$ cat config.mk
export PLATFORM = sky130hd
export DESIGN_NAME = comparator_mode_ctrl_regs
export DESIGN_NICKNAME = d
export VERILOG_FILES = /design/src/verilog/cmp_pkg.sv /design/src/verilog/comparator_mode_ctrl_regs.sv
export VERILOG_INCLUDE_DIRS = /design/src /design/src/verilog
export SDC_FILE = /design/constraint.sdc
export NUM_CORES = 1
export LEC_CHECK = 0
export BUFFER_PORTS_ARGS = -buffer_cell sky130_fd_sc_hd__buf_2
export CAP_MARGIN = 10
export CORE_MARGIN = 2
export CORE_UTILIZATION = 29
export DETAILED_ROUTE_END_ITERATION = 8
export GPL_ROUTABILITY_DRIVEN = 0
export PLACE_DENSITY_LB_ADDON = 0.05
export SLEW_MARGIN = 20
export SYNTH_ARGS = -nofsm -noshare
export SYNTH_HDL_FRONTEND = slang
export SYNTH_SLANG_ARGS = --single-unit
$ cat constraint.sdc
create_clock -name MCLK_I -period 1.4 [get_ports MCLK_I]
set_input_delay 0.21 -clock MCLK_I [delete_from_list [all_inputs] [get_ports MCLK_I]]
set_output_delay 0.21 -clock MCLK_I [all_outputs]
set_load 0.05 [all_outputs]
$ cat src/verilog/cmp_cfg.svh
`ifndef CMP_CFG_SVH
`define CMP_CFG_SVH

// ==========================================================================
// Register addresses and the page that gates the paged registers.
`define CMP1_CTRL_ADDR   8'h9A
`define CMP1_MODE_ADDR   8'h9C
`define CMP0_MODE_ADDR   8'h9D
`define CMP_SFR_PAGE     8'h00

// ==========================================================================
// Field positions of the comparator 1 control register.
`define CTRL_ON_BIT      7
`define CTRL_RESULT_BIT  6
`define CTRL_RISE_BIT    5
`define CTRL_FALL_BIT    4
`define CTRL_PHYS_MSB    3
`define CTRL_PHYS_LSB    2
`define CTRL_NHYS_MSB    1
`define CTRL_NHYS_LSB    0

// ==========================================================================
// Field positions of the mode registers.
`define MODE_RSVD_BIT    7
`define MODE_UNUSED_BIT  6
`define MODE_RIE_BIT     5
`define MODE_FIE_BIT     4
`define MODE_SEL_MSB     1
`define MODE_SEL_LSB     0

// ==========================================================================
// Reset values.
`define CTRL_RESET       8'h00
`define MODE_RESET       8'h82
`define MODE_SEL_RESET   2'h2

`endif

$ cat src/verilog/cmp_pkg.sv
// ==========================================================================
// Types shared by the comparator register block.
package cmp_pkg;

    // Stored state of one mode register; reserved and unused bits are not kept.
    typedef struct packed {
        logic       rise_irq_en;
        logic       fall_irq_en;
        logic [1:0] speed_power_sel;
    } mode_reg_t;

    // Stored state of the comparator 1 control register; the live result is not kept here.
    typedef struct packed {
        logic       cmp_on;
        logic       rise_flag;
        logic       fall_flag;
        logic [1:0] pos_hyst;
        logic [1:0] neg_hyst;
    } ctrl_reg_t;

    // One special-function-register bus request.
    typedef struct packed {
        logic [7:0] addr;
        logic [7:0] page;
        logic       wr;
        logic       rd;
        logic [7:0] wdata;
    } sfr_req_t;

endpackage

$ cat src/verilog/comparator_mode_ctrl_regs.sv
`include "cmp_cfg.svh"

// Overview of operation
// - Control bit 6 is read-only and shows the live comparator 1 output.
// - Control bit 5 sets on each rising comparator edge while bit 7 is set, cleared by writing zero.
// - Control bit 4 sets on each falling comparator edge while bit 7 is set, cleared by writing zero.
// - Control bits 3:2 drive positive hysteresis: off, 5, 10 or 20 mV.
// - Control bits 1:0 drive negative hysteresis: off, 5, 10 or 20 mV.
// - Mode bit 5 enables the rising-edge interrupt request.
// - Mode bit 4 enables the falling-edge interrupt request.
// - Mode bits 1:0 select response time and power, 00 fastest, 11 lowest.
// - Mode bit 7 is reserved, reads one; software always writes one.
// - Mode bits 3:2 read zero and ignore writes.
// - Comparator 0 mode bit 6 reads zero and ignores writes.
// - Comparator 0 mode register decodes at 0x9D on every page.
// - Control at 0x9A and comparator 1 mode at 0x9C only on page 0.
// - Control bit 7 enables comparator 1; zero holds it disabled, low power.
// - Edge flags set regardless of interrupt enables; enables gate only requests.
module comparator_mode_ctrl_regs
    import cmp_pkg::*;
(
    input  wire logic       MCLK_I,
    input  wire logic       RSTN_I,
    input  wire logic [7:0] SFR_ADDR_I,
    input  wire logic [7:0] SFR_PAGE_I,
    input  wire logic       SFR_WR_I,
    input  wire logic       SFR_RD_I,
    input  wire logic [7:0] SFR_WDATA_I,
    input  wire logic       CMP1_RESULT_I,
    input  wire logic       CMP0_RISE_FLAG_I,
    input  wire logic       CMP0_FALL_FLAG_I,
    output logic      [7:0] SFR_RDATA_O,
    output logic            CMP1_ON_O,
    output logic      [1:0] CMP1_POS_HYST_O,
    output logic      [1:0] CMP1_NEG_HYST_O,
    output logic      [1:0] CMP0_SPEED_POWER_SEL_O,
    output logic      [1:0] CMP1_SPEED_POWER_SEL_O,
    output logic            CMP0_IRQ_O,
    output logic            CMP1_IRQ_O
);

    // ======================================================================
    // Bus request and address decode.
    sfr_req_t   req;
    logic       sel_ctrl;
    logic       sel_mode1;
    logic       sel_mode0;

    // The paged registers answer only on page 0; comparator 0 mode ignores the page.
    always_comb begin
        req       = '{addr: SFR_ADDR_I, page: SFR_PAGE_I, wr: SFR_WR_I,
                      rd: SFR_RD_I, wdata: SFR_WDATA_I};
        sel_ctrl  = (req.addr == `CMP1_CTRL_ADDR) && (req.page == `CMP_SFR_PAGE);
        sel_mode1 = (req.addr == `CMP1_MODE_ADDR) && (req.page == `CMP_SFR_PAGE);
        sel_mode0 = (req.addr == `CMP0_MODE_ADDR);
    end

    // ======================================================================
    // Register state.
    ctrl_reg_t  ctrl_q;
    ctrl_reg_t  ctrl_d;
    mode_reg_t  mode0_q;
    mode_reg_t  mode0_d;
    mode_reg_t  mode1_q;
    mode_reg_t  mode1_d;
    logic       result_q;
    logic       rise_evt;
    logic       fall_evt;

    // The live result bit has no storage, so it is cut out of the reset word.
    localparam logic [7:0] ctrl_reset = `CTRL_RESET;

    // Edges are only taken while the comparator is on, since a disabled
    // comparator output is meaningless; flags ignore the interrupt enables.
    always_comb begin
        rise_evt = ctrl_q.cmp_on && CMP1_RESULT_I && !result_q;
        fall_evt = ctrl_q.cmp_on && !CMP1_RESULT_I && result_q;
    end

    // Writes store only implemented bits; an edge in the same cycle as a
    // clearing write wins so that no event is lost.
    always_comb begin
        ctrl_d  = ctrl_q;
        mode0_d = mode0_q;
        mode1_d = mode1_q;
        if (req.wr && sel_ctrl) begin
            ctrl_d.cmp_on    = req.wdata[`CTRL_ON_BIT];
            ctrl_d.rise_flag = req.wdata[`CTRL_RISE_BIT];
            ctrl_d.fall_flag = req.wdata[`CTRL_FALL_BIT];
            ctrl_d.pos_hyst  = req.wdata[`CTRL_PHYS_MSB:`CTRL_PHYS_LSB];
            ctrl_d.neg_hyst  = req.wdata[`CTRL_NHYS_MSB:`CTRL_NHYS_LSB];
        end
        if (rise_evt) begin
            ctrl_d.rise_flag = 1'b1;
        end
        if (fall_evt) begin
            ctrl_d.fall_flag = 1'b1;
        end
        if (req.wr && sel_mode0) begin
            mode0_d.rise_irq_en     = req.wdata[`MODE_RIE_BIT];
            mode0_d.fall_irq_en     = req.wdata[`MODE_FIE_BIT];
            mode0_d.speed_power_sel = req.wdata[`MODE_SEL_MSB:`MODE_SEL_LSB];
        end
        if (req.wr && sel_mode1) begin
            mode1_d.rise_irq_en     = req.wdata[`MODE_RIE_BIT];
            mode1_d.fall_irq_en     = req.wdata[`MODE_FIE_BIT];
            mode1_d.speed_power_sel = req.wdata[`MODE_SEL_MSB:`MODE_SEL_LSB];
        end
    end

    // Reset values; the result sample starts low and follows the input even while
    // the comparator is off, so an input already high at enabling is no rising edge.
    always_ff @(posedge MCLK_I) begin
        if (!RSTN_I) begin
            ctrl_q   <= ctrl_reg_t'({ctrl_reset[`CTRL_ON_BIT],
                                     ctrl_reset[`CTRL_RISE_BIT:0]});
            mode0_q  <= '{1'b0, 1'b0, `MODE_SEL_RESET};
            mode1_q  <= '{1'b0, 1'b0, `MODE_SEL_RESET};
            result_q <= 1'b0;
        end else begin
            ctrl_q   <= ctrl_d;
            mode0_q  <= mode0_d;
            mode1_q  <= mode1_d;
            result_q <= CMP1_RESULT_I;
        end
    end

    // ======================================================================
    // Read path and interrupt requests.
    logic [7:0] rdata_d;
    logic [7:0] rdata_q;
    logic       irq0_d;
    logic       irq1_d;
    logic       irq0_q;
    logic       irq1_q;

    // Reads return the state before any write in the same cycle; unmapped
    // addresses return zero.
    always_comb begin
        rdata_d = rdata_q;
        if (req.rd) begin
            rdata_d = 8'h00;
            if (sel_ctrl) begin
                rdata_d = {ctrl_q.cmp_on, result_q, ctrl_q.rise_flag,
                           ctrl_q.fall_flag, ctrl_q.pos_hyst, ctrl_q.neg_hyst};
            end else if (sel_mode1) begin
                rdata_d = {1'b1, 1'b0, mode1_q.rise_irq_en,
                           mode1_q.fall_irq_en, 2'b00, mode1_q.speed_power_sel};
            end else if (sel_mode0) begin
                rdata_d = {1'b1, 1'b0, mode0_q.rise_irq_en,
                           mode0_q.fall_irq_en, 2'b00, mode0_q.speed_power_sel};
            end
        end
        irq0_d = (mode0_q.rise_irq_en && CMP0_RISE_FLAG_I) ||
                 (mode0_q.fall_irq_en && CMP0_FALL_FLAG_I);
        irq1_d = (mode1_q.rise_irq_en && ctrl_q.rise_flag) ||
                 (mode1_q.fall_irq_en && ctrl_q.fall_flag);
    end

    // Requests lag the flags by one cycle so the output comes from a flop.
    always_ff @(posedge MCLK_I) begin
        if (!RSTN_I) begin
            rdata_q <= 8'h00;
            irq0_q  <= 1'b0;
            irq1_q  <= 1'b0;
        end else begin
            rdata_q <= rdata_d;
            irq0_q  <= irq0_d;
            irq1_q  <= irq1_d;
        end
    end

    // Outputs to the analog comparators and the interrupt controller.
    always_comb begin
        SFR_RDATA_O            = rdata_q;
        CMP1_ON_O              = ctrl_q.cmp_on;
        CMP1_POS_HYST_O        = ctrl_q.pos_hyst;
        CMP1_NEG_HYST_O        = ctrl_q.neg_hyst;
        CMP0_SPEED_POWER_SEL_O = mode0_q.speed_power_sel;
        CMP1_SPEED_POWER_SEL_O = mode1_q.speed_power_sel;
        CMP0_IRQ_O             = irq0_q;
        CMP1_IRQ_O             = irq1_q;
    end
endmodule

Yosys cells after proc, flatten, opt, wreduce, memory -nomap -nowiden. Cells that the tools add are included.

Flip-flop bits (word level): 26. Output and inout bits: 19. Logic and storage cells: 44.

Eq/ne operators: 3. Muxes and demuxes: 6. Reduce and logical (&&, ||, !) cells: 20.

Operator list (number): equality test 8 bit (second input constant) (3); two-way mux 8 bit (3); logical AND 1 bit (13); zero test 8 bit (1); two-way mux 6 bit (1); nonzero test 2 bit (2); zero test 1 bit (2); logical OR 1 bit (2); two-way mux 1 bit (2).

Logic depth before layout (Yosys ltp). Gate-level depths: netlist of the first run.

Depth after elaboration: 5. Mapped depth: 6.

Worst setup path before layout of the first run. Ideal clock, no wire load.

Path kind: input to register. Start: in SFR_ADDR_I[0]. End: reg ctrl_q[4] (netlist name). Setup time: 0.126 ns. Data arrival time: 1.095 ns. Slack: 0.180 ns. Stages: 5. Path buffers: 1. Cells stage by stage: nor4_2 > nand3_1 > clkbuf_1 > o21ai_0 > a31oi_1.

Cells in the longest elaborated chain, start to end: 4.

RTL lines: start, declared (line comparator_mode_ctrl_regs.sv:24) `input wire logic [7:0] SFR_ADDR_I,`; equality test 8 bit (no line); logical AND 1 bit (line comparator_mode_ctrl_regs.sv:53) `` sel_ctrl = (req.addr == `CMP1_CTRL_ADDR) && (req.page == `CMP_SFR_PAGE); ``; logical AND 1 bit (line comparator_mode_ctrl_regs.sv:86) `if (req.wr && sel_ctrl) begin`; nonzero test 2 bit (no line); end signal, assigned (line comparator_mode_ctrl_regs.sv:115) `` ctrl_q <= ctrl_reg_t'({ctrl_reset[`CTRL_ON_BIT], ``; end signal, assigned (line comparator_mode_ctrl_regs.sv:121) `ctrl_q <= ctrl_d;`; end, declared (line comparator_mode_ctrl_regs.sv:60) `ctrl_reg_t ctrl_q;`.

Every way passes these cells. A chain may end at the register's enable or synchronous reset.

Worst setup path after layout of the first run.
Start: reg mode0_q, in the netlist CMP0_SPEED_POWER_SEL_O[0]. End: reg rdata_q[0], in the netlist SFR_RDATA_O[0].

Cells in the longest elaborated chain, start to end: 3.

RTL lines: start, declared (line comparator_mode_ctrl_regs.sv:62) `mode_reg_t mode0_q;`; start signal, assigned (line comparator_mode_ctrl_regs.sv:117) `` mode0_q <= '{1'b0, 1'b0, `MODE_SEL_RESET}; ``; start signal, assigned (line comparator_mode_ctrl_regs.sv:122) `mode0_q <= mode0_d;`; two-way mux 8 bit (line comparator_mode_ctrl_regs.sv:149) `end else if (sel_mode0) begin`; two-way mux 8 bit (line comparator_mode_ctrl_regs.sv:146) `end else if (sel_mode1) begin`; two-way mux 8 bit (line comparator_mode_ctrl_regs.sv:143) `if (sel_ctrl) begin`; end signal, assigned (line comparator_mode_ctrl_regs.sv:167) `rdata_q <= rdata_d;`; end, declared (line comparator_mode_ctrl_regs.sv:131) `logic [7:0] rdata_q;`.

Every way passes these cells.

==> load_flow_metrics.sql, run 1 <==
INSERT INTO impl_metrics (metric_group, metric, value, unit) VALUES
('status', 'outcome', 'completed', ''),
('synthesis', 'post_synth.cell_area_avg', '8.68', 'um^2'),
('setup_path', 'cp-startpoint', 'CMP0_SPEED_POWER_SEL_O[0]', ''),
('drt', 'remaining_drc_errors', '0', ''),
('setup_path', 'worst-path-max-fanout', '3', ''),
('setup_path', 'cp_data_arrival_time', '1.42', 'ns'),
('grt', 'total_grt_overflow', '0', ''),
('synthesis', 'synth_area_leaders', 'dfxtp_1 39%, nand4_1 6.6%, a21oi_1 6.4%, o21ai_0 6.0%, buf_4 5.1%', ''),
('setup_path', 'crit_required', '1.61', 'ns'),
('die', 'core_area', '0.00438', 'mm^2'),
('synthesis', 'synth.net_count', '184', ''),
('setup_path', 'setup.reg_to_reg.worst_slack', '0.19', 'ns'),
('setup_path', 'path_class', 'reg -> reg', ''),
('setup_path', 'worstPathCellList', 'inv_1 > o41ai_1 > a21oi_1 > a211oi_2', ''),
('clocking', 'cts_post_setup_buffers_inserted', '0', ''),
('setup_path', 'critical_path.startpoint_type', 'flip-flop', ''),
('clocking', 'ctsHtreeMaxLevel', '1', ''),
('clocking', 'insertion_delay_of_the_later_clocked_pin_in_the_worst_skew_pair', '0.27', 'ns'),
('synthesis', 'synthMuxAreaShare', '3.02', '%'),
('drt', 'dr_wl_met2', '1590', 'um'),
('drt', 'topRoutingLayerUsed', 'met4', ''),
('drt', 'met1Wirelength', '1820', 'um'),
('min_path', 'hold_path.class', 'in -> reg', ''),
('synthesis', 'yosys.cell_count.top_type', 'dfxtp_1', ''),
('drt', 'wire_per_inst', '15.3', 'um'),
('placement', 'place.port_buffers', '48', ''),
('synthesis', 'synth_adder_area_share', '0', '%'),
('power', 'p_per_area', '826', 'mW/mm^2'),
('synthesis', 'synth-seq-cells', '26', ''),
('timing', 'layout_setup_ws', '0.189', 'ns'),
('drt', 'antenna_violating_nets_post_route', '0', ''),
('die', 'rows', '24', ''),
('placement', 'post_dp_cell_area', '0.00160', 'mm^2'),
('setup_path', 'timing.critical_path.slowest_stage_cell', 'o41ai_1', ''),
('placement', 'dp_cells', '244', ''),
('synthesis', 'yosysUniqueCellTypes', '33', ''),
('drt', 'detailroute.via_count', '1307', ''),
('timing', 'finalMaxSlewViolations', '0', ''),
('timing', 'rsz0062_at_grt', 'false', ''),
('timing', 'max-slew-margin-rel', '75.0', '%'),
('clocking', 'cts_hold_buf', '0', ''),
('clocking', 'tritoncts_num_sinks', '26', ''),
('setup_path', 'worst_r2r_startpoint', 'CMP0_SPEED_POWER_SEL_O[0]', ''),
('grt', 'grt_first_pass_wirelength', '6100', 'um'),
('clocking', 'clk_root_buffer_cell', 'clkbuf_8', ''),
('synthesis', 'synth-edff-count', '0', ''),
('timing', 'min_period_over_period', '86.5', '%'),
('die', 'initial_core_util', '30.3', '%'),
('synthesis', 'synth_top_flop_cell', 'dfxtp_1', ''),
('timing', 'fin_worst_hold_slack', '0.165', 'ns'),
('grt', 'overall_global_routing_resource_usage', '15.1', '%'),
('drt', 'wl_met3', '309', 'um'),
('setup_path', 'critical_path.endpoint_type', 'flip-flop', ''),
('synthesis', 'yosysWarnings', '0', ''),
('synthesis', 'synth_top_cells_by_count', '26 x dfxtp_1, 17 x a21oi_1, 16 x o21ai_0', ''),
('placement', 'post-dp-hpwl', '2860', 'um'),
('die', 'die_height', '71.7', 'um'),
('layout', 'drive_gt1_share', '35.4', '%'),
('drt', 'routed_via_density', '5.29', ''),
('clocking', 'cts_repair_resize_count', '0', ''),
('timing', 'final_period_minus_worst_setup_slack', '1.21', 'ns'),
('power', 'power', '1.35', 'mW'),
('synthesis', 'synth_compound_gate_area_share', '22.0', '%'),
('timing', 'setup-violations-final', '0', ''),
('layout', 'finalInstanceArea', '0.00164', 'mm^2'),
('timing', 'timing.fmax', '0.826', 'GHz'),
('synthesis', 'synth_top_family_by_area', 'simple AND/OR/NAND/NOR gates', ''),
('layout', 'syn_to_final_growth', '23.5', '%'),
('clocking', 'cts_tree', 'built', ''),
('layout', 'antennaDiodeCount', '0', ''),
('synthesis', 'netlist_instances', '153', '');
[worst max-delay path, delay by kind of cell (launching register included)]
family / cells / cell delay [ns]
AO/OA/AOI/OAI: 3 / 0.74
buffers and inverters: 1 / 0.05
flip-flops: 1 / 0.36
[per-layer routing]
metal / GRT usage, % / vias to the layer above
met5: 0 / -
met4: 4.82 / 0
met3: 3.66 / 8
met2: 22.5 / 51
met1: 21.3 / 599
li1: - / 649
[how the worst min path moves through the flow]
stage | start | endpoint | slack, ns | cells past startpoint
3_3_place_gp | CMP1_RESULT_I | result_q | 0.44 | 2
3_5_place_dp | CMP1_RESULT_I | result_q | 0.45 | 2
4_1_cts | CMP1_RESULT_I | result_q | 0.16 | 2
5_1_grt | CMP0_FALL_FLAG_I | CMP0_IRQ_O | 0.18 | 3
2_1_floorplan | RSTN_I | CMP0_SPEED_POWER_SEL_O[1] | 0.27 | 1
6_report | CMP1_RESULT_I | result_q | 0.16 | 2
[sequential cells by signal, indices dropped and copies added (netlist names), 2 cells and up]
register	cells
SFR_RDATA_O	8
CMP0_SPEED_POWER_SEL_O	2
CMP1_NEG_HYST_O	2
CMP1_POS_HYST_O	2
CMP1_SPEED_POWER_SEL_O	2
ctrl_q	2
mode0_q	2
mode1_q	2
[kinds of logic after synthesis]
group | Yosys count
AND/OR/NAND/NOR | 51
AO/OA/AOI/OAI | 47
flip-flops | 26
buffers and inverters | 25
multiplexers | 4
[power by group]
group          internal [mW]  switching (mW)  total, mW
Combinational         0.0683          0.0989      0.167
Sequential             0.748         0.00384      0.751
Clock                  0.193           0.241      0.435
[final cells by class]
class,count,area [um^2]
clock buffers,3,41.3
fillers,461,2750
inverters,6,22.5
multi-input cells,102,649
flip-flops and latches,26,520
well taps,52,65.1
repair buffers,58,340
[layout by cell type, fill, tap and decap left out, types with 4 or more instances in the layout]
cell,instances
a211oi_2,4
dfxtp_1,26
nor2_1,6
o21ai_0,16
buf_2,48
nand4_1,14
mux2i_1,4
buf_4,8
nand3_1,8
nor3_1,6
a21oi_1,17
o41ai_1,4
inv_1,5
Power figures use the tool's default switching activity.
==> inputs of run 2 (changes only) <==
--- a/config.mk
+++ b/config.mk
@@ -13,7 +13,7 @@
 export DETAILED_ROUTE_END_ITERATION = 8
 export GPL_ROUTABILITY_DRIVEN = 0
 export PLACE_DENSITY_LB_ADDON = 0.05
-export SLEW_MARGIN = 20
+export RECOVER_POWER = 50
 export SYNTH_ARGS = -nofsm -noshare
 export SYNTH_HDL_FRONTEND = slang
 export SYNTH_SLANG_ARGS = --single-unit
==> run 2 against run 1 <==
Net effect: sequential power about the same; combinational power about the same; sequential share of layout area increased by 0.22 points; utilization decreased by 0.26 points; first-iteration DRC count decreased by 7.1%; routed wire length decreased by 0.21%; sequential cell count unchanged; non-clock buffer count unchanged; largest power group unchanged; critical endpoint is now CMP0_IRQ_O; die area unchanged; global-route usage unchanged.
==> load_flow_metrics.sql, run 2 (synthesized netlist as in run 1, its figures left out) <==
INSERT INTO impl_metrics (metric_group, metric, value, unit) VALUES
('status', 'outcome', 'completed', ''),
('clocking', 'max-clock-path-buffers', '2', ''),
('clocking', 'cts_post_setup_buffers_inserted', '0', ''),
('timing', 'fin_worst_skew', '0.00906', 'ns'),
('setup_path', 'worst-path-buf-inv', '1', ''),
('die', 'top_level_ports', '50', ''),
('clocking', 'cts_tree', 'built', ''),
('layout', 'drive_gt1_share', '33.8', '%'),
('layout', 'layout_utilization', '37.1', '%'),
('drt', 'routed_via_density', '5.32', ''),
('clocking', 'cts_repair_resize_count', '0', ''),
('min_path', 'hold_path.class', 'in -> reg', ''),
('grt', 'grt_pass1_vias', '1279', ''),
('drt', 'drt-initial-drc-count', '65', ''),
('drt', 'detailroute.via_count', '1313', ''),
('timing', 'setup-violations-final', '0', ''),
('grt', 'grt_antenna_before_repair', '0', ''),
('timing', 'timing_hold_violations_final', '0', ''),
('timing', 'rsz0062_at_grt', 'false', ''),
('placement', 'dp_cells', '244', ''),
('setup_path', 'timing.critical_path.slowest_stage_cell', 'clkbuf_1', ''),
('setup_path', 'critical_path.startpoint_type', 'flip-flop', ''),
('layout', 'net_count_final', '228', ''),
('layout', 'syn_to_final_growth', '22.6', '%'),
('clocking', 'tritoncts_num_sinks', '26', ''),
('timing', 'timing.fmax', '0.805', 'GHz'),
('grt', 'grt_first_pass_wirelength', '6100', 'um'),
('grt', 'overall_global_routing_resource_usage', '15.1', '%'),
('power', 'max-vdd-ir-drop', '0.000336', 'V'),
('setup_path', 'crit_required', '1.19', 'ns'),
('die', 'floorplan.die_area', '0.00514', 'mm^2'),
('setup_path', 'cp_data_arrival_time', '1.03', 'ns'),
('timing', 'min_period_over_period', '88.8', '%'),
('layout', 'mostFrequentLayoutCells', '37 x buf_2, 26 x dfxtp_1, 17 x a21oi_1', ''),
('clocking', 'clk_transition_reported_paths', '0.08', 'ns'),
('die', 'core_area', '0.00438', 'mm^2'),
('layout', 'finalNonFillerCells', '247', ''),
('power', 'net-switching-power', '0.343', 'mW'),
('power', 'share_comb_of_total_power', '12.2', '%'),
('setup_path', 'critical_path.endpoint_type', 'output pin', ''),
('die', 'die_height', '71.7', 'um'),
('setup_path', 'path_delay_family', 'buffers and inverters', ''),
('placement', 'post_dp_cell_area', '0.00160', 'mm^2'),
('layout', 'antennaDiodeCount', '0', ''),
('setup_path', 'path_class', 'reg -> out', ''),
('job', 'timing.max_cap.violations', '0', ''),
('power', 'p_int', '1.01', 'mW'),
('die', 'chipWidth', '71.7', 'um'),
('grt', 'total_grt_overflow', '0', ''),
('clocking', 'cts_hold_buf', '0', ''),
('setup_path', 'setup.reg_to_reg.worst_slack', '0.19', 'ns'),
('layout', 'layout.cells.most_common', 'buf_2', ''),
('drt', 'antenna_violating_nets_post_route', '0', ''),
('placement', 'place.port_buffers', '48', ''),
('timing', 'final_period_minus_worst_setup_slack', '1.24', 'ns'),
('setup_path', 'worstPathCellList', 'clkbuf_1', ''),
('die', 'rows', '24', ''),
('setup_path', 'cp_slowest_stage_delay', '0.45', 'ns'),
('drt', 'wire_per_inst', '15.3', 'um'),
('clocking', 'cts_made_buffers', '3', ''),
('setup_path', 'worst-path-max-fanout', '1', ''),
('placement', 'post-dp-hpwl', '2860', 'um'),
('timing', 'totalNegativeSetupSlack', '0', 'ns'),
('clocking', 'insertion_delay_of_the_later_clocked_pin_in_the_worst_skew_pair', '0.27', 'ns'),
('drt', 'route.final.wire_length', '3770', 'um'),
('timing', 'max-slew-margin-rel', '61.1', '%'),
('die', 'initial_core_util', '30.3', '%'),
('timing', 'worst-slew-pin-transition', '0.586', 'ns'),
('timing', 'fin_worst_hold_slack', '0.166', 'ns'),
('clocking', 'clk_root_buffer_cell', 'clkbuf_8', ''),
('drt', 'remaining_drc_errors', '0', ''),
('power', 'netSwitchingFraction', '25.4', '%'),
('timing', 'finalMaxSlewViolations', '0', ''),
('layout', 'flip_flop_count_of_the_largest_register_all_copies_and_words_added', '8', ''),
('layout', 'finalInstanceArea', '0.00163', 'mm^2'),
('power', 'share_seq_of_total_power', '55.7', '%'),
('drt', 'drt_first_pass_iters', '4', ''),
('power', 'power.static_leakage', '0.648', 'nW'),
('grt', 'largest_net_degree_at_the_start_of_global_routing', '25', ''),
('power', 'p_per_area', '829', 'mW/mm^2'),
('power', 'clkPwrFrac', '32.1', '%'),
('clocking', 'ctsHtreeMaxLevel', '1', '');
[run 2: layout make-up]
class / count / area (um^2)
Timing Repair Buffer: 58 / 335
Tap cell: 52 / 65.1
Inverter: 6 / 22.5
Multi-Input combinational cell: 102 / 643
Fill cell: 465 / 2760
Sequential cell: 26 / 520
Clock buffer: 3 / 41.3
[run 2: path summary, 6_finish.rpt]
check,start,cells after the start,endpoint
min,CMP1_RESULT_I,2,result_q
max reg2reg,CMP0_SPEED_POWER_SEL_O[1],4,SFR_RDATA_O[1]
min reg2reg,SFR_RDATA_O[6],2,SFR_RDATA_O[6]
max,CMP0_IRQ_O,1,CMP0_IRQ_O
[run 2: power by group through the flow]
stage	Clock, mW	Sequential, mW	Combinational (mW)
floorplan	0	0.793	0.0570
global placement	0	0.769	0.166
detailed placement	0	0.769	0.168
CTS	0.460	0.752	0.168
global route	0.475	0.753	0.181
finish	0.434	0.752	0.164
[run 2: metrics by stage]
step	setup WS (ns)	total power, mW
2_1_floorplan	0.180	0.850
3_3_place_gp	-0.0620	0.935
3_5_place_dp	-0.0727	0.937
4_1_cts	0.189	1.38
5_1_grt	0.0722	1.41
6_report	0.157	1.35
[run 2: metal layers]
metal / GRT usage [%] / share of wire (%)
met1: 21.3 / 50
met2: 22.5 / 41
met3: 3.66 / 7.2
met4: 4.82 / 1.7
met5: 0 / 0
==> inputs of run 3 (changes only) <==
--- a/config.mk
+++ b/config.mk
@@ -8,8 +8,10 @@
 export LEC_CHECK = 0
 export BUFFER_PORTS_ARGS = -buffer_cell sky130_fd_sc_hd__buf_2
 export CAP_MARGIN = 10
+export CELL_PAD_IN_SITES_DETAIL_PLACEMENT = 1
+export CELL_PAD_IN_SITES_GLOBAL_PLACEMENT = 2
 export CORE_MARGIN = 2
-export CORE_UTILIZATION = 29
+export CORE_UTILIZATION = 27
 export DETAILED_ROUTE_END_ITERATION = 8
 export GPL_ROUTABILITY_DRIVEN = 0
 export PLACE_DENSITY_LB_ADDON = 0.05
==> run 3 against run 2 <==
Net effect: cell area is 3.5% higher; clock power rose by 45%; global-route usage up 1.4 points; die area increased by 7.0%; largest cell class unchanged; clock-buffer cell count is the same; critical path depth is 3 higher; register-to-register slack worse by 0.07 ns; first-iteration DRC count decreased by 57%; clock skew down 0.0042 ns; sequential power about the same.
==> load_flow_metrics.sql, run 3 (synthesized netlist as in run 1, its figures left out) <==
INSERT INTO impl_metrics (metric_group, metric, value, unit) VALUES
('status', 'outcome', 'completed', ''),
('clocking', 'ctsHtreeMaxLevel', '1', ''),
('die', 'die_height', '74.1', 'um'),
('timing', 'max-slew-margin-rel', '60.9', '%'),
('drt', 'drt_first_pass_iters', '4', ''),
('setup_path', 'path_class', 'reg -> reg', ''),
('layout', 'flip_flop_count_of_the_largest_register_all_copies_and_words_added', '8', ''),
('clocking', 'cts_hold_buf', '0', ''),
('layout', 'layout.cells.most_common', 'buf_2', ''),
('clocking', 'tritoncts_num_sinks', '26', ''),
('clocking', 'cts_made_buffers', '3', ''),
('timing', 'worst-slew-pin-transition', '0.590', 'ns'),
('die', 'initial_core_util', '28.1', '%'),
('setup_path', 'timing.critical_path.slowest_stage_cell', 'o41ai_1', ''),
('timing', 'timing_hold_violations_final', '0', ''),
('layout', 'finalInstanceArea', '0.00168', 'mm^2'),
('timing', 'fin_worst_skew', '0.00491', 'ns'),
('drt', 'wl_met3', '185', 'um'),
('die', 'floorplan.die_area', '0.00549', 'mm^2'),
('drt', 'route.final.wire_length', '4310', 'um'),
('drt', 'antenna_violating_nets_post_route', '0', ''),
('power', 'p_per_area', '919', 'mW/mm^2'),
('drt', 'routed_via_density', '4.99', ''),
('die', 'chipWidth', '74.1', 'um'),
('setup_path', 'worstPathCellList', 'inv_1 > o41ai_1 > a21oi_1 > a211oi_2', ''),
('drt', 'remaining_drc_errors', '0', ''),
('placement', 'place.port_buffers', '48', ''),
('setup_path', 'crit_required', '1.59', 'ns'),
('placement', 'place_ws', '-0.102', 'ns'),
('layout', 'mostFrequentLayoutCells', '33 x buf_2, 26 x dfxtp_1, 17 x a21oi_1', ''),
('grt', 'total_grt_overflow', '0', ''),
('timing', 'setup-violations-final', '0', ''),
('setup_path', 'worst-path-buf-inv', '1', ''),
('setup_path', 'worst_r2r_startpoint', 'mode0_q[2]', ''),
('grt', 'grt_first_pass_wirelength', '6810', 'um'),
('clocking', 'cts_tree', 'built', ''),
('timing', 'finalMaxSlewViolations', '0', ''),
('timing', 'rsz0062_at_grt', 'false', ''),
('setup_path', 'path_delay_family', 'compound AO/OA/AOI/OAI gates', ''),
('clocking', 'max-clock-path-buffers', '2', ''),
('drt', 'wire_per_inst', '16.4', 'um'),
('timing', 'final_period_minus_worst_setup_slack', '1.28', 'ns'),
('setup_path', 'cp_slowest_stage_delay', '0.48', 'ns'),
('timing', 'fin_worst_hold_slack', '0.160', 'ns'),
('timing', 'min_period_over_period', '91.3', '%'),
('drt', 'dr_wl_met2', '1960', 'um'),
('clocking', 'cts_repair_resize_count', '0', ''),
('clocking', 'clk_transition_reported_paths', '0.10', 'ns'),
('setup_path', 'worst-path-max-fanout', '3', ''),
('min_path', 'worstHoldStart', 'CMP1_RESULT_I', ''),
('layout', 'syn_to_final_growth', '26.9', '%'),
('placement', 'dp_cells', '259', ''),
('drt', 'drt-initial-drc-count', '28', ''),
('setup_path', 'critical_path.startpoint_type', 'flip-flop', ''),
('layout', 'antennaDiodeCount', '0', ''),
('clocking', 'cts_post_setup_buffers_inserted', '0', ''),
('clocking', 'insertion_delay_of_the_later_clocked_pin_in_the_worst_skew_pair', '0.27', 'ns'),
('die', 'rows', '25', ''),
('layout', 'drive_gt1_share', '34.7', '%'),
('grt', 'grt_pass1_vias', '1308', ''),
('clocking', 'clk_root_buffer_cell', 'clkbuf_8', ''),
('grt', 'grt_antenna_before_repair', '0', ''),
('placement', 'post_dp_cell_area', '0.00162', 'mm^2'),
('drt', 'topRoutingLayerUsed', 'met4', ''),
('setup_path', 'cp-startpoint', 'mode0_q[2]', ''),
('layout', 'fillerInstances', '582', ''),
('timing', 'layout_setup_ws', '0.121', 'ns'),
('placement', 'post-dp-hpwl', '3270', 'um'),
('die', 'core_area', '0.00472', 'mm^2'),
('setup_path', 'cp_data_arrival_time', '1.47', 'ns'),
('job', 'timing.max_cap.violations', '0', ''),
('layout', 'finalNonFillerCells', '263', ''),
('drt', 'met1Wirelength', '2140', 'um'),
('drt', 'detailroute.via_count', '1312', ''),
('layout', 'net_count_final', '228', ''),
('power', 'power.static_leakage', '0.664', 'nW'),
('grt', 'overall_global_routing_resource_usage', '16.5', '%'),
('min_path', 'hold_path.class', 'in -> reg', ''),
('grt', 'largest_net_degree_at_the_start_of_global_routing', '25', ''),
('timing', 'timing.fmax', '0.782', 'GHz'),
('setup_path', 'critical_path.endpoint_type', 'flip-flop', ''),
('power', 'max-vdd-ir-drop', '0.000324', 'V'),
('die', 'top_level_ports', '50', '');
run 3: worst reg2reg max path: stages, from the launching register on:
cell and delay (ns):
dfxtp_1 0.38, inv_1 0.06, o41ai_1 0.48, a21oi_1 0.10, a211oi_2 0.19
run 3: final cells by class:
cell class | count | area, um^2 | share of cell area [%]
Multi-Input combinational cell | 102 | 651 | 38.6
Clock buffer | 3 | 41.3 | 2.45
Timing Repair Buffer | 58 | 335 | 19.9
Tap cell | 67 | 83.8 | 4.98
Inverter | 6 | 22.5 | 1.34
Clock inverter | 1 | 30.0 | 1.78
Sequential cell | 26 | 520 | 30.9
run 3: final timing paths:
path                            slack [ns]  cells after the start             end
worst max-delay path                  0.12                      4  SFR_RDATA_O[4]
worst min-delay path                  0.16                      2        result_q
worst max register to register        0.12                      4  SFR_RDATA_O[4]
worst min register to register        0.47                      2  SFR_RDATA_O[3]
run 3: per-layer routing:
metal	global-route usage, %	vias up
met5	0	-
met4	3.64	0
met3	2.44	2
met2	25.7	29
met1	24.0	634
li1	-	647
run 3: where the power goes:
part / total [mW] / switching [mW] / leakage [nW] / internal, mW
combinational: 0.167 / 0.102 / 0.417 / 0.0653
clock: 0.628 / 0.246 / 0.0357 / 0.382
sequential: 0.752 / 0.00484 / 0.211 / 0.748
total: 1.55 / 0.353 / 0.664 / 1.20
run 3: per-stage QoR:
| step | util, % | power [mW] | TNS, ns |
|---|---|---|---|
| after floorplan | - | 0.850 | 0 |
| after global placement | 34.2 | 0.936 | -0.166 |
| after detailed placement | 34.2 | 0.939 | -0.333 |
| after CTS | 35.7 | 1.58 | 0 |
| after global routing | 35.7 | 1.62 | 0 |
| final | 35.7 | 1.55 | 0 |
